==> src/inc/isl_pkg.sv <==
// Package for the two-wire serial bus slave engine
package isl_pkg;
	// Fixed upper address nibble
	localparam logic [3:0] ISL_ADDR_HI = 4'h4;
	// Bits per byte, counter width
	localparam logic [3:0] ISL_BYTE_BITS = 4'h8;
	// System clock and bus timing
	localparam int ISL_CLK_HZ = 10_000_000;
	localparam int ISL_SCL_MAX_HZ = 100_000;
	localparam int ISL_SCL_MIN_CYC = ISL_CLK_HZ / ISL_SCL_MAX_HZ;
	// Synchroniser reset level (lines idle high)
	localparam logic [2:0] ISL_SYNC_RST = 3'h7;

	// Bus events, one-cycle pulses, plus the filtered SDA level
	typedef struct packed {
		logic start;
		logic stop;
		logic scl_rise;
		logic scl_fall;
		logic sda;
	} isl_ev_t;

	// Slave protocol states
	typedef enum logic [2:0] {
		ISL_IDLE,
		ISL_ADDR,
		ISL_ACK,
		ISL_RX,
		ISL_TX,
		ISL_MACK,
		ISL_IGNORE
	} isl_state_t;
endpackage

==> src/verilog/isl_line_mon.sv <==
// Line synchroniser and edge/condition detector for SCL and SDA
`timescale 1ns/10ps
module isl_line_mon
	import isl_pkg::*;
(
	// Clock and reset
	input wire logic clk,
	input wire logic rstn,
	// Raw bus lines
	input wire logic scl_in,
	input wire logic sda_in,
	// Detected events
	output isl_ev_t ev
);
	logic [2:0] scl_s_r;
	logic [2:0] sda_s_r;
	logic scl_q_r;
	logic sda_q_r;
	logic scl_agree;
	logic sda_agree;
	logic scl_nxt;
	logic sda_nxt;
	logic serial_clock_rise_pulse;
	logic serial_clock_fall_pulse;
	logic start_pulse;
	logic stop_pulse;

	// Three-stage synchronisers, stage 0 read only by stage 1
	always_ff @(posedge clk or negedge rstn) begin
		if (!rstn) begin
			scl_s_r <= ISL_SYNC_RST;
			sda_s_r <= ISL_SYNC_RST;
		end else begin
			scl_s_r <= {scl_s_r[1:0], scl_in};
			sda_s_r <= {sda_s_r[1:0], sda_in};
		end
	end

	// A change counts once stages two and three agree
	assign scl_agree = (scl_s_r[1] == scl_s_r[2]);
	assign sda_agree = (sda_s_r[1] == sda_s_r[2]);
	assign scl_nxt = scl_agree ? scl_s_r[2] : scl_q_r;
	assign sda_nxt = sda_agree ? sda_s_r[2] : sda_q_r;

	// Filtered line levels
	always_ff @(posedge clk or negedge rstn) begin
		if (!rstn) begin
			scl_q_r <= 1'b1;
			sda_q_r <= 1'b1;
		end else begin
			scl_q_r <= scl_nxt;
			sda_q_r <= sda_nxt;
		end
	end

	// Single-cycle edge and condition pulses, one driver for the bundle
	assign serial_clock_rise_pulse = scl_nxt & ~scl_q_r;
	assign serial_clock_fall_pulse = ~scl_nxt & scl_q_r;
	assign start_pulse = scl_q_r & scl_nxt & sda_q_r & ~sda_nxt;
	assign stop_pulse = scl_q_r & scl_nxt & ~sda_q_r & sda_nxt;
	assign ev = '{start: start_pulse, stop: stop_pulse,
		scl_rise: serial_clock_rise_pulse,
		scl_fall: serial_clock_fall_pulse, sda: sda_nxt};
endmodule

==> src/verilog/isl_slave.sv <==
// Two-wire serial bus slave protocol engine, receiver and transmitter
// Contract
// - One data bit per clock pulse
// - SDA changes only while SCL low
// - Idle bus leaves both lines high
// - SDA fall, SCL high: start
// - SDA rise, SCL high: stop, release
// - Unlimited bytes between start and stop
// - Eight bits plus one acknowledge slot
// - Sender releases SDA in acknowledge slot
// - Addressed receiver acknowledges every byte
// - Acknowledger holds SDA low whole pulse
// - Transmitter releases SDA on no acknowledge
// - First byte: seven-bit address, direction
// - Direction bit: zero write, one read
// - Restart opens fresh address phase
// - Address is 0100 plus three pins
// - Advance only on SCL edge pulses; start and stop conditions also move the state here
`timescale 1ns/10ps
module isl_slave
	import isl_pkg::*;
(
	// Clock and reset
	input wire logic clk,
	input wire logic rstn,
	// Bus lines, open drain
	input wire logic scl_in,
	input wire logic sda_in,
	output logic sda_out,
	output logic sda_oe,
	output logic scl_out,
	output logic scl_oe,
	// Address select pins
	input wire logic [2:0] addr_sel,
	// Data to send while read by master
	input wire logic [7:0] tx_data,
	output logic tx_taken,
	// Data received while written by master
	output logic [7:0] rx_data,
	output logic rx_valid,
	// Status
	output logic busy,
	output logic selected,
	output logic transfer_direction_bit
);
	isl_ev_t ev;
	isl_state_t state_r, state_nxt;
	logic [3:0] bit_r, bit_nxt;
	logic [7:0] sh_r, sh_nxt;
	logic pull_r, pull_nxt;
	logic dir_r, dir_nxt;
	logic busy_r, busy_nxt;
	logic [7:0] rx_r, rx_nxt;
	logic rxv_r, rxv_nxt;
	logic txt_r, txt_nxt;
	logic [2:0] asel_s0_r, asel_s1_r, asel_s2_r;
	logic [2:0] asel_r, asel_nxt;
	logic sel_r, sel_nxt;
	logic addr_hit;
	logic byte_done;
	logic [6:0] own_addr;

	// Line monitor
	isl_line_mon u_mon (
		.clk(clk),
		.rstn(rstn),
		.scl_in(scl_in),
		.sda_in(sda_in),
		.ev(ev)
	);

	// Address pins come from outside; three flops, two and three agree
	assign asel_nxt = (asel_s1_r == asel_s2_r) ? asel_s2_r : asel_r;
	always_ff @(posedge clk or negedge rstn) begin
		if (!rstn) begin
			asel_s0_r <= 3'h0;
			asel_s1_r <= 3'h0;
			asel_s2_r <= 3'h0;
			asel_r <= 3'h0;
		end else begin
			asel_s0_r <= addr_sel;
			asel_s1_r <= asel_s0_r;
			asel_s2_r <= asel_s1_r;
			asel_r <= asel_nxt;
		end
	end

	assign own_addr = {ISL_ADDR_HI, asel_r};
	assign addr_hit = (sh_r[7:1] == own_addr);
	assign byte_done = (bit_r == ISL_BYTE_BITS);

	// Protocol state machine, moves only on edge pulses and conditions
	always_comb begin
		state_nxt = state_r;
		bit_nxt = bit_r;
		sh_nxt = sh_r;
		pull_nxt = pull_r;
		dir_nxt = dir_r;
		busy_nxt = busy_r;
		rx_nxt = rx_r;
		rxv_nxt = 1'b0;
		txt_nxt = 1'b0;
		if (ev.stop) begin
			state_nxt = ISL_IDLE;
			pull_nxt = 1'b0;
			busy_nxt = 1'b0;
		end else if (ev.start) begin
			state_nxt = ISL_ADDR;
			bit_nxt = 4'h0;
			pull_nxt = 1'b0;
			busy_nxt = 1'b1;
		end else begin
			case (state_r)
			ISL_ADDR, ISL_RX: begin
				// Sample on rise, one bit per pulse, MSB first
				if (ev.scl_rise && !byte_done) begin
					sh_nxt = {sh_r[6:0], ev.sda};
					bit_nxt = bit_r + 4'h1;
				end else if (ev.scl_fall && byte_done) begin
					bit_nxt = 4'h0;
					if (state_r == ISL_ADDR) begin
						if (addr_hit) begin
							dir_nxt = sh_r[0];
							pull_nxt = 1'b1;
							state_nxt = ISL_ACK;
						end else begin
							state_nxt = ISL_IGNORE;
						end
					end else begin
						rx_nxt = sh_r;
						rxv_nxt = 1'b1;
						pull_nxt = 1'b1;
						state_nxt = ISL_ACK;
					end
				end
			end
			ISL_ACK: begin
				// Held low across the whole acknowledge pulse
				if (ev.scl_fall) begin
					if (dir_r) begin
						sh_nxt = tx_data;
						txt_nxt = 1'b1;
						pull_nxt = ~tx_data[7];
						bit_nxt = 4'h1;
						state_nxt = ISL_TX;
					end else begin
						pull_nxt = 1'b0;
						state_nxt = ISL_RX;
					end
				end
			end
			ISL_TX: begin
				// Shift next bit while SCL low
				if (ev.scl_fall) begin
					if (byte_done) begin
						pull_nxt = 1'b0;
						bit_nxt = 4'h0;
						state_nxt = ISL_MACK;
					end else begin
						sh_nxt = {sh_r[6:0], 1'b0};
						pull_nxt = ~sh_r[6];
						bit_nxt = bit_r + 4'h1;
					end
				end
			end
			ISL_MACK: begin
				// Master acknowledge decides whether to continue
				if (ev.scl_rise) begin
					if (ev.sda)
						state_nxt = ISL_IGNORE;
					else
						state_nxt = ISL_ACK;
					dir_nxt = 1'b1;
					pull_nxt = 1'b0;
				end
			end
			default: begin
				pull_nxt = 1'b0;
			end
			endcase
		end
	end

	// State registers
	always_ff @(posedge clk or negedge rstn) begin
		if (!rstn) begin
			state_r <= ISL_IDLE;
			bit_r <= 4'h0;
			sh_r <= 8'h00;
			pull_r <= 1'b0;
			dir_r <= 1'b0;
			busy_r <= 1'b0;
			sel_r <= 1'b0;
		end else begin
			state_r <= state_nxt;
			bit_r <= bit_nxt;
			sh_r <= sh_nxt;
			pull_r <= pull_nxt;
			dir_r <= dir_nxt;
			busy_r <= busy_nxt;
			sel_r <= sel_nxt;
		end
	end

	// Output registers
	always_ff @(posedge clk or negedge rstn) begin
		if (!rstn) begin
			rx_r <= 8'h00;
			rxv_r <= 1'b0;
			txt_r <= 1'b0;
		end else begin
			rx_r <= rx_nxt;
			rxv_r <= rxv_nxt;
			txt_r <= txt_nxt;
		end
	end

	// Open-drain drive: output always low, enable pulls
	assign sda_out = 1'b0;
	assign sda_oe = pull_r;
	assign scl_out = 1'b0;
	assign scl_oe = 1'b0;
	assign rx_data = rx_r;
	assign rx_valid = rxv_r;
	assign tx_taken = txt_r;
	assign busy = busy_r;
	assign transfer_direction_bit = dir_r;
	assign selected = sel_r;

	// Addressed states, registered so the output comes from a flop
	assign sel_nxt = (state_nxt == ISL_ACK) || (state_nxt == ISL_RX) ||
		(state_nxt == ISL_TX) || (state_nxt == ISL_MACK);

	// Assertions
	AST_STOP_RELEASE: assert property (@(posedge clk)
		disable iff (!rstn) ev.stop |=> !sda_oe && state_r == ISL_IDLE)
		else $error("SDA not released after stop");
	AST_START_ADDR: assert property (@(posedge clk)
		disable iff (!rstn) ev.start && !ev.stop
		|=> state_r == ISL_ADDR && bit_r == 4'h0)
		else $error("Start did not open address phase");
	AST_HOLD_NO_EDGE: assert property (@(posedge clk)
		disable iff (!rstn)
		!ev.scl_rise && !ev.scl_fall && !ev.start && !ev.stop
		|=> $stable(state_r))
		else $error("State moved without an edge");
	AST_ACK_ADDR: assert property (@(posedge clk)
		disable iff (!rstn)
		state_r == ISL_ADDR && ev.scl_fall && byte_done && !ev.start &&
		!ev.stop && addr_hit |=> sda_oe)
		else $error("Matching address not acknowledged");
	AST_NO_ACK_MISS: assert property (@(posedge clk)
		disable iff (!rstn)
		state_r == ISL_ADDR && ev.scl_fall && byte_done && !addr_hit &&
		!ev.start && !ev.stop |=> !sda_oe && state_r == ISL_IGNORE)
		else $error("Mismatched address acknowledged");
	AST_IGNORE_QUIET: assert property (@(posedge clk)
		disable iff (!rstn) state_r == ISL_IGNORE |=> !sda_oe)
		else $error("SDA driven while ignoring");
	AST_DIR: assert property (@(posedge clk)
		disable iff (!rstn) state_r == ISL_ADDR && state_nxt == ISL_ACK
		|=> dir_r == $past(sh_r[0]))
		else $error("Direction bit decoded wrongly");
	AST_SDA_STABLE: assert property (@(posedge clk)
		disable iff (!rstn) ev.scl_rise && state_r == ISL_TX |=> $stable(sda_oe))
		else $error("SDA drive changed with SCL high");
	AST_RX_PULSE: assert property (@(posedge clk)
		disable iff (!rstn) rx_valid |=> !rx_valid && sda_oe)
		else $error("Receive pulse malformed");
	AST_SDA_LOW_ONLY: assert property (@(posedge clk)
		disable iff (!rstn) sda_out == 1'b0)
		else $error("SDA driven high");
	AST_ACK_HOLD: assert property (@(posedge clk)
		disable iff (!rstn)
		state_r == ISL_ACK && !ev.scl_fall && !ev.start && !ev.stop
		|=> $stable(sda_oe))
		else $error("Acknowledge drive changed inside the slot");
	AST_TX_RELEASE: assert property (@(posedge clk)
		disable iff (!rstn)
		state_r == ISL_TX && ev.scl_fall && byte_done && !ev.start &&
		!ev.stop |=> !sda_oe && state_r == ISL_MACK)
		else $error("SDA not released for master acknowledge");
	AST_NACK_END: assert property (@(posedge clk)
		disable iff (!rstn)
		state_r == ISL_MACK && ev.scl_rise && ev.sda && !ev.start &&
		!ev.stop |=> !sda_oe && state_r == ISL_IGNORE)
		else $error("Transmitter kept driving after no acknowledge");
	AST_BIT_RANGE: assert property (@(posedge clk)
		disable iff (!rstn) bit_r <= ISL_BYTE_BITS)
		else $error("Bit counter past one byte");
	AST_RX_DATA: assert property (@(posedge clk)
		disable iff (!rstn) rx_valid |-> rx_data == $past(sh_r))
		else $error("Received byte differs from shifted bits");
	AST_TX_FIRST: assert property (@(posedge clk)
		disable iff (!rstn) tx_taken |-> sda_oe == !$past(tx_data[7]))
		else $error("First transmit bit not on SDA");
	AST_IDLE_QUIET: assert property (@(posedge clk)
		disable iff (!rstn) state_r == ISL_IDLE |-> !sda_oe)
		else $error("SDA pulled while idle");
	COV_READ: cover property (@(posedge clk) disable iff (!rstn)
		state_r == ISL_MACK ##1 state_r == ISL_ACK);
	COV_WRITE: cover property (@(posedge clk) rx_valid);
	COV_NACK_END: cover property (@(posedge clk)
		state_r == ISL_MACK ##1 state_r == ISL_IGNORE);
	COV_RESTART: cover property (@(posedge clk) busy_r && ev.start);
	COV_MISMATCH: cover property (@(posedge clk) disable iff (!rstn)
		state_r == ISL_ADDR ##1 state_r == ISL_IGNORE);
endmodule

==> config.mk <==
export PLATFORM = sky130hd
export DESIGN_NAME = isl_slave
export DESIGN_NICKNAME = d
export VERILOG_FILES = /design/src/inc/isl_pkg.sv /design/src/verilog/isl_line_mon.sv /design/src/verilog/isl_slave.sv
export SDC_FILE = /design/constraint.sdc
export NUM_CORES = 1
export LEC_CHECK = 0
export BUFFER_PORTS_ARGS = -buffer_cell sky130_fd_sc_hd__buf_4
export CORE_ASPECT_RATIO = 1.4
export CORE_MARGIN = 3
export CORE_UTILIZATION = 51
export DETAILED_ROUTE_END_ITERATION = 16
export GPL_TIMING_DRIVEN = 0
export PLACE_DENSITY_LB_ADDON = 0.2
export RECOVER_POWER = 50
export SYNTH_ARGS = -nofsm -noshare
export SYNTH_HDL_FRONTEND = slang
export SYNTH_SLANG_ARGS = --single-unit
==> constraint.sdc <==
create_clock -name clk -period 1.85 [get_ports clk]
set_input_delay 0.0925 -clock clk [delete_from_list [all_inputs] [get_ports clk]]
set_output_delay 0.0925 -clock clk [all_outputs]
set_load 0.05 [all_outputs]
==> results_dict.tcl <==
set metrics [dict create \
    clock.fmax_ghz 0.5150 \
    min_period_over_period 1.050 \
    yosys.area.top_type_share 0.4311 \
    path_class "reg -> reg" \
    grt_start_max_net_pins 50 \
    rsz0062_at_grt "yes" \
    synth_top_area_cell "dfrtp_1" \
    syn_area_um2 2380 \
    port_buffers 28 \
    die_height_um 86.83 \
    track_usage 0.1935 \
    drive_gt1_frac 0.4036 \
    gr-total-overflow 0 \
    cellPowerDensity_nw_per_um2 1353 \
    start_util 0.5434 \
    finalSetupTns_ps -447.2 \
    dpl.hpwl_um 3303 \
    status "finished with violations" \
    power.switching_w 0.001699 \
    layout_setup_ws_ps -91.76 \
    die_x_um 63.73 \
    p_leak_nw 1.379 \
    gp_congestion 0.8952 \
    finalHoldViolCount 0 \
    vias 1874 \
    syn_avg_cell_area_um2 11.17 \
    dr.pass1.iters 4 \
    synth-seq-cells 49 \
    cts-root-buf "clkbuf_8" \
    path_clk_slew_ps 90 \
    drc_errors 0 \
    sw_frac_of_total 0.4005 \
    clockBufferDepth 2 \
    wirelength_um 5299 \
    antenna_found_initial 0 \
    clock_skew_ps 11.65 \
    critPathArrivalTime_ps 2140 \
    first_iter_violations 96 \
    die-area_um2 5533 \
    reg2reg_depth 6 \
    cts_htree_levels 2 \
    detail_route.wl_per_cell_um 15.82 \
    ys_async_sr_fraction 1.000 \
    intPower_w 0.002543 \
    viasPerCell 5.594 \
    vdd_drop_max_mv 0.7345 \
    crit_fanout 5 \
    holdPathStages 3 \
    diodes 0 \
    yosys_warnings 0 \
    slew_headroom 0.2241 \
    power.clock.fraction 0.147 \
    pwr-share-seq 0.351 \
    io_pins 32 \
    rows 28 \
    seq_area_um2 1237 \
    fillers 321 \
    slew_viol_final 0 \
    yosys-top-cells-area "dfrtp_1, dfstp_2, mux2_2" \
    ant_nets 0 \
    grt_pass1_wl_um 8314 \
    synth_edf_count 0 \
    worst_pin_slew_ps 1164 \
    netlist_instances 213 \
    yosysUniqueCellTypes 55 \
    setup_viol 11 \
    drv_cap 0 \
    ys.flop_type "dfrtp_1" \
    post-route-util 0.7160 \
    violations "negative setup slack" \
    hold_slack_ps 73.36 \
    synth-seq-area-share 0.5195 \
    cts_made_buffers 5 \
    finalNetCount 291 \
    multiInputGateArea_um2 1195 \
    endpoint_kind "flip-flop" \
    finalPower_w 0.004241 \
    clock_latency_ps 310 \
    period_minus_slack_ps 1942 \
    cp.required_ps 2050 \
    area_growth_pct 31.76 \
    p_comb_frac 0.503 \
    cts_tree "done" \
    clock_sink_count 49 \
    core_um2 4379 \
    startpoint_type "flip-flop" \
    grt_pass1_vias 1815 \
    holdCritPathClass "in -> reg" \
]
## worst max-delay path: stages (launching register included)
cell	delay [ps]
dfstp_2	580
nor3b_4	310
buf_6	160
a21oi_2	50
o32ai_2	250
o2111ai_1	160
mux2_4	320
## metal layers
layer / wire (µm) / part of all wire / track usage
met5: 0 / 0 / 0
met4: 206 / 0.039 / 0.08644
met3: 247 / 0.047 / 0.05058
met2: 2649 / 0.50 / 0.3203
met1: 2195 / 0.41 / 0.2372
## flip-flops by register name (all words and copies together) (netlist names), 3 cells and up
name and count:
sh_r 8, asel_s2_r 3, rx_data 8, asel_s0_r 3, asel_s1_r 3, state_r 3, bit_r 4, u_mon.sda_s_r 3
u_mon.scl_s_r 3, asel_r 3
## Yosys cell counts, drive strengths merged, types with 3 or more instances
master,n
dfrtp,41
o21ai,21
nand2,17
mux2,12
nor2,12
buf,10
a21oi,9
dfstp,8
mux2i,8
inv,7
nand3,5
nor2b,4
nor3,4
xor2,4
a211oi,3
a22o,3
and2,3
nor3b,3
o211ai,3
xnor2,3
## logic make-up after synthesis
family	synth area share
flip-flops	0.5195
multiplexers	0.09201
AND/OR/NAND/NOR	0.1356
other	0.001576
AO/OA/AOI/OAI	0.1640
XOR/XNOR	0.02576
buffers and inverters	0.04679
adder cells (fa/ha/maj)	0.01472
## through the flow
step	cells	setup slack [ps]	instance area (µm²)
after global placement	303	-275.5	2685
after detailed placement	303	-266.3	2685
after CTS	327	-30.38	2943
final	335	-91.76	3136
after global routing	335	-148.7	3136
after floorplan	215	6.659	2400
## power groups by stage
stage / clock network [W] / logic, W / registers (W)
after detailed placement: 0 / 0.00164 / 0.00151
after floorplan: 0 / 0.00120 / 0.00157
after global routing: 0.000695 / 0.00234 / 0.00152
after global placement: 0 / 0.00162 / 0.00150
final: 0.000622 / 0.00213 / 0.00149
after CTS: 0.000642 / 0.00185 / 0.00148
## cell type report
cell class	count	share of cell area
flip-flops and latches	49	0.3947
multi-input cells	147	0.3811
repair buffers	53	0.1337
plain buffers	11	0.03073
well taps	60	0.02394
clock buffers	6	0.02314
inverters	7	0.008380
clock inverters	2	0.004389
## layout by cell type, fill, tap and decap left out, types with 3 or more instances in the layout
master and instances:
buf_4 41, dfrtp_1 40, nand2_1 17, o21ai_0 16, nor2_1 11, mux2_4 10
a21oi_1 8, mux2i_1 8, dfstp_2 7, inv_1 6, buf_6 6, clkbuf_4 6
dlygate4sd3_1 6, clkbuf_8 5, nand3_1 4, xor2_1 4, o21ai_1 3, nor2b_1 3
nor3_1 3, a22o_1 3, xnor2_1 3, conb_1 3
## final timing paths
kind / end / startpoint / slack [ps]
worst max-delay path: transfer_direction_bit / u_mon.scl_q_r / -90
worst min-delay path: sh_r[2] / tx_data[2] / 70
worst max register to register: transfer_direction_bit / u_mon.scl_q_r / -90
worst min register to register: asel_s1_r[2] / asel_s0_r[2] / 350
max in group asynchronous: transfer_direction_bit / rstn / 530
min in group asynchronous: busy / rstn / 540
## repair_timing
item	4_1_cts	5_1_grt
endpoints found under the hold margin	46	0
setup endpoints to repair	21	22
pin swaps	5	6
buffers inserted	11	6
hold buffers	6	0
gates cloned	0	2
gates resized for setup	9	36
No activity file was read; power rests on OpenSTA's default activity.
